## config.mk

```make
export PLATFORM = sky130hd
export DESIGN_NAME = bmscp_host
export DESIGN_NICKNAME = d
export VERILOG_FILES = /design/src/hdl/bmscp_host.v
export VERILOG_INCLUDE_DIRS = /design/src /design/src/pkg
export SDC_FILE = /design/constraint.sdc
export NUM_CORES = 1
export LEC_CHECK = 0
export BUFFER_PORTS_ARGS = -buffer_cell sky130_fd_sc_hd__buf_4
export CAP_MARGIN = 20
export CORE_MARGIN = 3
export CORE_UTILIZATION = 50
export CTS_CLUSTER_SIZE = 20
export DETAILED_ROUTE_END_ITERATION = 6
export PLACE_DENSITY = 0.82
export SLEW_MARGIN = 20
export SYNTH_ARGS = -nofsm -noshare
export SYNTH_HDL_FRONTEND = slang
export SYNTH_SLANG_ARGS = --single-unit
```

## constraint.sdc

```tcl
create_clock -name aclk -period 2.8 [get_ports aclk]
set_clock_uncertainty 0.15 [all_clocks]
set_input_delay 0.28 -clock aclk [delete_from_list [all_inputs] [get_ports aclk]]
set_output_delay 0.28 -clock aclk [all_outputs]
set_load 0.01 [all_outputs]
```

## src/pkg/bmscp_map.vh

```
`ifndef BMSCP_MAP_VH
`define BMSCP_MAP_VH

// Register byte offsets (word aligned)
`define BMSCP_OFS_CMD       8'h00
`define BMSCP_OFS_CTRL      8'h04
`define BMSCP_OFS_RESULT    8'h08
`define BMSCP_OFS_FLAGS     8'h0c
`define BMSCP_OFS_IRQ_STAT  8'h10
`define BMSCP_OFS_IRQ_MASK  8'h14

// Control register bits
`define BMSCP_CTRL_GO        0
`define BMSCP_CTRL_FCLR      1
`define BMSCP_CTRL_DISCH     2
`define BMSCP_CTRL_ALLOW_PS  3
`define BMSCP_CTRL_SETTLE    4
`define BMSCP_CTRL_RETRY     5

// Interrupt status bits
`define BMSCP_IRQ_DONE       0
`define BMSCP_IRQ_FAULT      1
`define BMSCP_IRQ_CLR_FAIL   2
`define BMSCP_IRQ_W          3

// Command word field positions (first byte in [31:24])
`define BMSCP_CMD_START_BIT  25
`define BMSCP_CMD_BIT_ORDER_SELECT_BIT   21
`define BMSCP_CMD_PS_BIT     13
`define BMSCP_CMD_FCLR_BIT   9
`define BMSCP_CMD_TO0_BIT    8
`define BMSCP_CMD_TO1_BIT    7
`define BMSCP_CMD_TO2_BIT    6

// Exchange framing
`define BMSCP_FRAME_BITS     48
`define BMSCP_LAST_BIT       6'd47
`define BMSCP_DUMMY_BYTES    16'h0000

// Timing
`define BMSCP_CLK_MHZ        100
`define BMSCP_SCK_HALF       4'd8
`define BMSCP_SETTLE_MS      1000

`endif

```

## src/hdl/bmscp_host.v

```verilog
`include "bmscp_map.vh"

module bmscp_host #(
    parameter [31:0] SETTLE_CYCLES = `BMSCP_SETTLE_MS * `BMSCP_CLK_MHZ * 1000
) (
    // Clock and reset
    input  wire        aclk,
    input  wire        aresetn,
    // AXI4-Lite write address
    input  wire [7:0]  s_axi_awaddr,
    input  wire        s_axi_awvalid,
    output reg         s_axi_awready,
    // AXI4-Lite write data
    input  wire [31:0] s_axi_wdata,
    input  wire [3:0]  s_axi_wstrb,
    input  wire        s_axi_wvalid,
    output reg         s_axi_wready,
    // AXI4-Lite write response
    output reg  [1:0]  s_axi_bresp,
    output reg         s_axi_bvalid,
    input  wire        s_axi_bready,
    // AXI4-Lite read address
    input  wire [7:0]  s_axi_araddr,
    input  wire        s_axi_arvalid,
    output reg         s_axi_arready,
    // AXI4-Lite read data
    output reg  [31:0] s_axi_rdata,
    output reg  [1:0]  s_axi_rresp,
    output reg         s_axi_rvalid,
    input  wire        s_axi_rready,
    // Serial link to the battery manager
    output reg         link_cs_n,
    output reg         link_sck,
    output reg         link_mosi,
    input  wire        link_miso,
    // Interrupt
    output reg         irq
);

    localparam S_IDLE   = 3'd0;
    localparam S_SETTLE = 3'd1;
    localparam S_SETUP  = 3'd2;
    localparam S_SHIFT  = 3'd3;
    localparam S_HOLD   = 3'd4;

    reg  [2:0]               state_r;
    reg  [31:0]              cmd_r;
    reg  [5:1]               ctrl_r;
    reg  [31:0]              tx_r;
    reg  [`BMSCP_FRAME_BITS-1:0] rx_r;
    reg  [9:0]               result_r;
    reg  [7:0]               flags_r;
    reg  [`BMSCP_IRQ_W-1:0]  irq_stat_r;
    reg  [`BMSCP_IRQ_W-1:0]  irq_mask_r;
    reg  [3:0]               div_r;
    reg  [5:0]               bit_r;
    reg  [31:0]              settle_r;
    reg                      fclr_now_r;
    reg                      retry_en_r;
    reg                      retried_r;
    reg                      aw_got_r;
    reg                      w_got_r;
    reg                      miso_s1_r;
    reg                      miso_s2_r;
    reg  [7:0]               aw_addr_r;
    reg  [31:0]              w_data_r;
    reg  [3:0]               w_strb_r;
    reg  [`BMSCP_IRQ_W-1:0]  irq_set;
    reg  [`BMSCP_IRQ_W-1:0]  irq_clr;
    reg  [31:0]              rd_mux;
    reg  [31:0]              launch_cmd;
    wire                     wr_fire;
    wire                     go_req;
    wire                     half_done;
    wire                     bit_order_select;
    wire [`BMSCP_FRAME_BITS-1:0] tx_frame;
    integer                  i;

    // Bit n of the frame maps to a fixed position of the canonical word
    function [5:0] frame_pos;
        input [5:0] n;
        input       msb_first;
        begin
            frame_pos = `BMSCP_LAST_BIT - {n[5:3], 3'b000} - (msb_first ? {3'b000, n[2:0]} : {3'b000, ~n[2:0]});
        end
    endfunction

    assign wr_fire   = aw_got_r & w_got_r & ~s_axi_bvalid;
    assign go_req    = wr_fire & (aw_addr_r == `BMSCP_OFS_CTRL) & w_strb_r[0] & w_data_r[`BMSCP_CTRL_GO];
    assign half_done = (div_r == `BMSCP_SCK_HALF - 4'd1);
    assign bit_order_select      = tx_r[`BMSCP_CMD_BIT_ORDER_SELECT_BIT];
    assign tx_frame  = {tx_r, `BMSCP_DUMMY_BYTES};

    // Command as sent: software fields with forced framing and safety bits
    always @* begin
        launch_cmd = cmd_r;
        launch_cmd[31:26] = 6'h00;
        launch_cmd[3:0] = 4'h0;
        launch_cmd[`BMSCP_CMD_START_BIT] = 1'b1;
        if (!w_data_r[`BMSCP_CTRL_ALLOW_PS]) begin
            launch_cmd[`BMSCP_CMD_PS_BIT] = 1'b0;
        end
        launch_cmd[`BMSCP_CMD_FCLR_BIT] = w_data_r[`BMSCP_CTRL_FCLR];
        if (w_data_r[`BMSCP_CTRL_DISCH]) begin
            launch_cmd[`BMSCP_CMD_TO0_BIT] = 1'b1;
            launch_cmd[`BMSCP_CMD_TO1_BIT] = 1'b1;
            launch_cmd[`BMSCP_CMD_TO2_BIT] = 1'b1;
        end
    end

    always @* begin
        case (s_axi_araddr)
            `BMSCP_OFS_CMD:      rd_mux = cmd_r;
            `BMSCP_OFS_CTRL:     rd_mux = {26'h0000000, ctrl_r, state_r != S_IDLE};
            `BMSCP_OFS_RESULT:   rd_mux = {22'h000000, result_r};
            `BMSCP_OFS_FLAGS:    rd_mux = {24'h000000, flags_r};
            `BMSCP_OFS_IRQ_STAT: rd_mux = {29'h00000000, irq_stat_r};
            `BMSCP_OFS_IRQ_MASK: rd_mux = {29'h00000000, irq_mask_r};
            default:             rd_mux = 32'h00000000;
        endcase
    end

    always @* begin
        irq_clr = {`BMSCP_IRQ_W{1'b0}};
        if (s_axi_arvalid && s_axi_arready && s_axi_araddr == `BMSCP_OFS_IRQ_STAT) begin
            irq_clr = {`BMSCP_IRQ_W{1'b1}};
        end
    end

    always @* begin
        irq_set = {`BMSCP_IRQ_W{1'b0}};
        if (state_r == S_HOLD && half_done) begin
            irq_set[`BMSCP_IRQ_DONE]  = 1'b1;
            irq_set[`BMSCP_IRQ_FAULT] = |rx_r[6:0];
            irq_set[`BMSCP_IRQ_CLR_FAIL] = fclr_now_r & (|rx_r[6:0]);
        end
    end

    always @(posedge aclk) begin
        if (!aresetn) begin
            s_axi_awready <= 1'b0;
            s_axi_wready  <= 1'b0;
            s_axi_bvalid  <= 1'b0;
            s_axi_bresp   <= 2'b00;
            s_axi_arready <= 1'b0;
            s_axi_rvalid  <= 1'b0;
            s_axi_rresp   <= 2'b00;
            s_axi_rdata   <= 32'h00000000;
            aw_addr_r     <= 8'h00;
            w_data_r      <= 32'h00000000;
            w_strb_r      <= 4'h0;
            cmd_r         <= 32'h00000000;
            ctrl_r        <= 5'h00;
            irq_mask_r    <= {`BMSCP_IRQ_W{1'b0}};
            irq_stat_r    <= {`BMSCP_IRQ_W{1'b0}};
            irq           <= 1'b0;
            state_r       <= S_IDLE;
            tx_r          <= 32'h00000000;
            rx_r          <= {`BMSCP_FRAME_BITS{1'b0}};
            result_r      <= 10'h000;
            flags_r       <= 8'h00;
            div_r         <= 4'h0;
            bit_r         <= 6'h00;
            settle_r      <= 32'h00000000;
            fclr_now_r    <= 1'b0;
            retry_en_r    <= 1'b0;
            retried_r     <= 1'b0;
            aw_got_r      <= 1'b0;
            w_got_r       <= 1'b0;
            miso_s1_r     <= 1'b0;
            miso_s2_r     <= 1'b0;
            link_cs_n     <= 1'b1;
            link_sck      <= 1'b0;
            link_mosi     <= 1'b0;
        end else begin
            miso_s1_r <= link_miso;
            miso_s2_r <= miso_s1_r;

            // Write channel: address and data taken in either order
            if (s_axi_awvalid && s_axi_awready) begin
                aw_addr_r     <= s_axi_awaddr;
                s_axi_awready <= 1'b0;
                aw_got_r      <= 1'b1;
            end else if (!aw_got_r && !s_axi_bvalid) begin
                s_axi_awready <= 1'b1;
            end
            if (s_axi_wvalid && s_axi_wready) begin
                w_data_r     <= s_axi_wdata;
                w_strb_r     <= s_axi_wstrb;
                s_axi_wready <= 1'b0;
                w_got_r      <= 1'b1;
            end else if (!w_got_r && !s_axi_bvalid) begin
                s_axi_wready <= 1'b1;
            end
            if (wr_fire) begin
                s_axi_bvalid <= 1'b1;
                s_axi_bresp  <= 2'b00;
                if (aw_addr_r == `BMSCP_OFS_CMD) begin
                    for (i = 0; i < 4; i = i + 1) begin
                        if (w_strb_r[i]) begin
                            cmd_r[8*i +: 8] <= w_data_r[8*i +: 8];
                        end
                    end
                end
                if (aw_addr_r == `BMSCP_OFS_CTRL && w_strb_r[0]) begin
                    ctrl_r <= w_data_r[5:1];
                end
                if (aw_addr_r == `BMSCP_OFS_IRQ_MASK && w_strb_r[0]) begin
                    irq_mask_r <= w_data_r[`BMSCP_IRQ_W-1:0];
                end
            end
            if (s_axi_bvalid && s_axi_bready) begin
                s_axi_bvalid <= 1'b0;
                aw_got_r     <= 1'b0;
                w_got_r      <= 1'b0;
            end

            // Read channel
            if (s_axi_arvalid && s_axi_arready) begin
                s_axi_arready <= 1'b0;
                s_axi_rvalid  <= 1'b1;
                s_axi_rresp   <= 2'b00;
                s_axi_rdata   <= rd_mux;
            end else if (s_axi_rvalid && s_axi_rready) begin
                s_axi_rvalid  <= 1'b0;
                s_axi_arready <= 1'b1;
            end else if (!s_axi_rvalid) begin
                s_axi_arready <= 1'b1;
            end

            // Link sequencer
            case (state_r)
                S_IDLE: begin
                    div_r <= 4'h0;
                    // A go while busy is dropped, not queued
                    if (go_req) begin
                        tx_r       <= launch_cmd;
                        fclr_now_r <= w_data_r[`BMSCP_CTRL_FCLR];
                        retry_en_r <= w_data_r[`BMSCP_CTRL_RETRY];
                        retried_r  <= 1'b0;
                        ctrl_r[`BMSCP_CTRL_FCLR] <= 1'b0;
                        settle_r   <= 32'h00000000;
                        state_r    <= w_data_r[`BMSCP_CTRL_SETTLE] ? S_SETTLE : S_SETUP;
                    end
                end
                S_SETTLE: begin
                    settle_r <= settle_r + 32'h00000001;
                    if (settle_r >= SETTLE_CYCLES - 32'h00000001) begin
                        state_r <= S_SETUP;
                    end
                end
                S_SETUP: begin
                    link_cs_n <= 1'b0;
                    link_sck  <= 1'b0;
                    bit_r     <= 6'h00;
                    link_mosi <= tx_frame[frame_pos(6'h00, bit_order_select)];
                    div_r     <= half_done ? 4'h0 : div_r + 4'h1;
                    if (half_done) begin
                        state_r <= S_SHIFT;
                    end
                end
                S_SHIFT: begin
                    div_r <= half_done ? 4'h0 : div_r + 4'h1;
                    if (half_done && !link_sck) begin
                        link_sck <= 1'b1;
                    end else if (half_done) begin
                        link_sck <= 1'b0;
                        rx_r[frame_pos(bit_r, bit_order_select)] <= miso_s2_r;
                        if (bit_r == `BMSCP_LAST_BIT) begin
                            state_r <= S_HOLD;
                        end else begin
                            bit_r     <= bit_r + 6'h01;
                            link_mosi <= tx_frame[frame_pos(bit_r + 6'h01, bit_order_select)];
                        end
                    end
                end
                S_HOLD: begin
                    link_mosi <= 1'b0;
                    div_r     <= half_done ? 4'h0 : div_r + 4'h1;
                    if (half_done) begin
                        link_cs_n <= 1'b1;
                        result_r  <= rx_r[17:8];
                        flags_r   <= rx_r[7:0];
                        if (fclr_now_r && retry_en_r && !retried_r && (|rx_r[6:0])) begin
                            retried_r <= 1'b1;
                            settle_r  <= 32'h00000000;
                            state_r   <= S_SETTLE;
                        end else begin
                            state_r <= S_IDLE;
                        end
                    end
                end
                default: begin
                    state_r   <= S_IDLE;
                    link_cs_n <= 1'b1;
                    link_sck  <= 1'b0;
                end
            endcase

            // New events win over a read clear in the same cycle
            irq_stat_r <= (irq_stat_r & ~irq_clr) | irq_set;
            irq        <= |(((irq_stat_r & ~irq_clr) | irq_set) & irq_mask_r);
        end
    end
endmodule // bmscp_host

```

==> flow_metrics.tcl <==
set metrics [dict create \
    status "completed" \
    ant_nets 0 \
    setup_violations 0 \
    synth-seq-area-share_pct 46.21 \
    synth_area_per_cell_um2 8.485 \
    place.gp.congestion 0.9330 \
    fin_setup_tns_ps 0 \
    holdWs_ps 181.6 \
    ios 105 \
    grt_pass1_wl_um 45710 \
    wl_met2_um 14080 \
    wl_per_cell_um 17.36 \
    routed-wl-met3_um 1658 \
    grt_pass1_vias 9294 \
    clockRootBuffer "clkbuf_16" \
    drc_errors 0 \
    synth_commonest_cells "dfxtp_1, nand2_1, nor2_1, a21oi_1, clkbuf_1" \
    hold_viol_final 0 \
    final_nets 1426 \
    coreArea_um2 19850 \
    via_per_inst 5.745 \
    synth-seq-cells 237 \
    highest_layer "met4" \
    die_x_um 149.3 \
    drtIter0Drc 867 \
    synthDistinctLibCells 66 \
    hold_path_depth 4 \
    dieArea_um2 22290 \
    synthArstFlopShare_pct 0 \
    grt_antenna_before_repair 0 \
    period_share_pct 95.20 \
    timing.slew.headroom_pct 54.02 \
    syn_to_final_growth_pct 25.86 \
    vias 9399 \
    synth.most_common_cell "dfxtp_1" \
    dpl.hpwl_um 17940 \
    worstSetupEndpointType "register" \
    worstMarginPinSlew_ps 688.8 \
    fmax_mhz 375.2 \
    reg2reg_depth 6 \
    die_y_um 149.3 \
    peakVddDrop_v 0.0004540 \
    start_util_pct 51.74 \
    rr_startpoint "aw_addr_r[0]" \
    slew_violations 0 \
    rsz0062_at_grt "no" \
    fin_crit_ps 2666 \
    swShare_pct 23.85 \
    cts_buffers 24 \
    port_buffers 100 \
    power.leakage_uw 0.004909 \
    wirelength_met1_um 11530 \
    drt_wl_total_um 28400 \
    synth_top_area_cell "dfxtp_1" \
    grt_start_max_net_pins 94 \
    post-cts-setup-buffers 0 \
    dpl-instance-area_um2 11360 \
    required_ps 3090 \
    path_class "reg -> reg" \
    synth_top_cell_area_share_pct 46.21 \
    overflow 0 \
    critical_path.max_fanout 10 \
    yosysWarnings 0 \
    worstHoldStart "s_axi_araddr[0]" \
    power_frac_seq_pct 44.6 \
    p_int_uw 6049 \
    syn_area_um2 10270 \
    synth.area.top_cells "dfxtp_1, nand2_1, mux2i_1, a21oi_1, nor2_1" \
    syn-instance-count 1210 \
    combPwrFrac_pct 10.2 \
    row_count 51 \
    stdcell_area_um2 12920 \
    cts.sinks 237 \
    cap_violations 0 \
    switchingPower_uw 1895 \
    crit_start "aw_addr_r[0]" \
    synth-main-ff-cell "dfxtp_1" \
    drive_above_1_share_pct 15.04 \
    cts_buffer_depth 3 \
    clk_latency_ps 510 \
    firstDrtPassIters 5 \
    hold_class "in -> reg" \
    power.density_nw_per_um2 614.7 \
    htreeDepth 1 \
    clock_power_share_pct 45.2 \
    cp.arrival_ps 2960 \
    cts_tree "yes" \
    startpoint_type "register" \
    grt.total_usage_pct 24.78 \
    synth-edff-count 0 \
    clkTransAtPathRegs_ps 60 \
]
-- worst max-delay path: stages, from the launching register on --
cell       delay, ps
dfxtp_1          320
or4_4            550
nor4_4           320
o2111ai_4        140
or3_4            440
or4_1            500
a21oi_1          180
-- power by group through the flow --
stage               logic [uW]  clock network (uW)  registers (uW)
global placement           702                   0            3610
floorplan                  454                   0            3580
global route               876                3730            3550
finish                     809                3590            3540
CTS                        793                3600            3540
detailed placement         716                   0            3610
-- per-layer routing --
layer | track usage, % | vias to the layer above
li1 | - | 4504
met4 | 10.34 | 0
met3 | 4.041 | 88
met2 | 43.20 | 350
met5 | 0 | -
met1 | 30.43 | 4457
-- area by class of cell --
cell class	instances	area (um2)
fill	1490	6923
multi-input combinational	870	5197
sequential	237	4745
timing repair buffer	196	1653
clock buffer	35	733.2
tap	265	331.6
clock inverter	7	163.9
inverter	25	96.34
antenna	1	2.502
-- logic make-up (layout without fill, tap and decap cells) --
logic type                 count (synthesis)  after routing  share of synthesized area (%)
AOI/OAI and AO/OA                        236            236                          14.79
muxes                                     71             71                          7.421
DFF                                      237            237                          46.21
adders and majority gates                 12             12                          1.462
other                                      1              5                        0.03652
and+or+nand+nor                          512            512                          23.02
buffers and inverters                    106            263                          4.070
xor gates and xnor gates                  35             35                          2.986
-- state kept, by name (all words and copies together) (netlist names), 8 cells and up --
register     flops
cmd_r           32
w_data_r        32
aw_addr_r        8
s_axi_rdata     32
result_r        10
flags_r          8
settle_r        32
tx_r            22
rx_r            18
-- worst paths after layout --
kind,end,slack [ps]
setup / recovery,settle_r[24],130
hold / removal,irq_stat_r[0],180
setup reg to reg,settle_r[24],130
hold reg to reg,miso_s2_r,280
-- metrics by stage --
step | setup slack (ps) | std cells | utilization, % | total power, uW
floorplan | 26.61 | 1213 | - | 4029
global placement | 172.4 | 1532 | 57.22 | 4309
detailed placement | 63.16 | 1532 | 57.22 | 4326
CTS | 55.01 | 1635 | 64.82 | 7928
global route | 15.46 | 1635 | 65.10 | 8153
finish | 134.4 | 1636 | 65.12 | 7944
-- cell usage in the layout, fill, tap and decap left out, types with 7 or more instances in the layout --
cell type / n
mux2i_1: 66
dfxtp_1: 237
a22o_1: 30
nand2_1: 203
clkbuf_16: 25
inv_1: 24
xnor2_1: 30
nor2_1: 125
nor2b_1: 7
clkbuf_8: 7
nand4_1: 15
or3_1: 11
nand3_1: 27
nand2b_1: 7
dlygate4sd3_1: 61
a21oi_1: 115
nor4_1: 21
and2_1: 9
o21ai_0: 27
nor3_1: 40
buf_4: 132
ha_1: 12
-- what timing repair did --
item | CTS | global route
hold endpoints to repair | 56 | 0
hold buffers | 61 | 0
gates resized for setup | 0 | 11
setup endpoints to repair | 0 | 8
No activity file was read; power rests on OpenSTA's default activity.
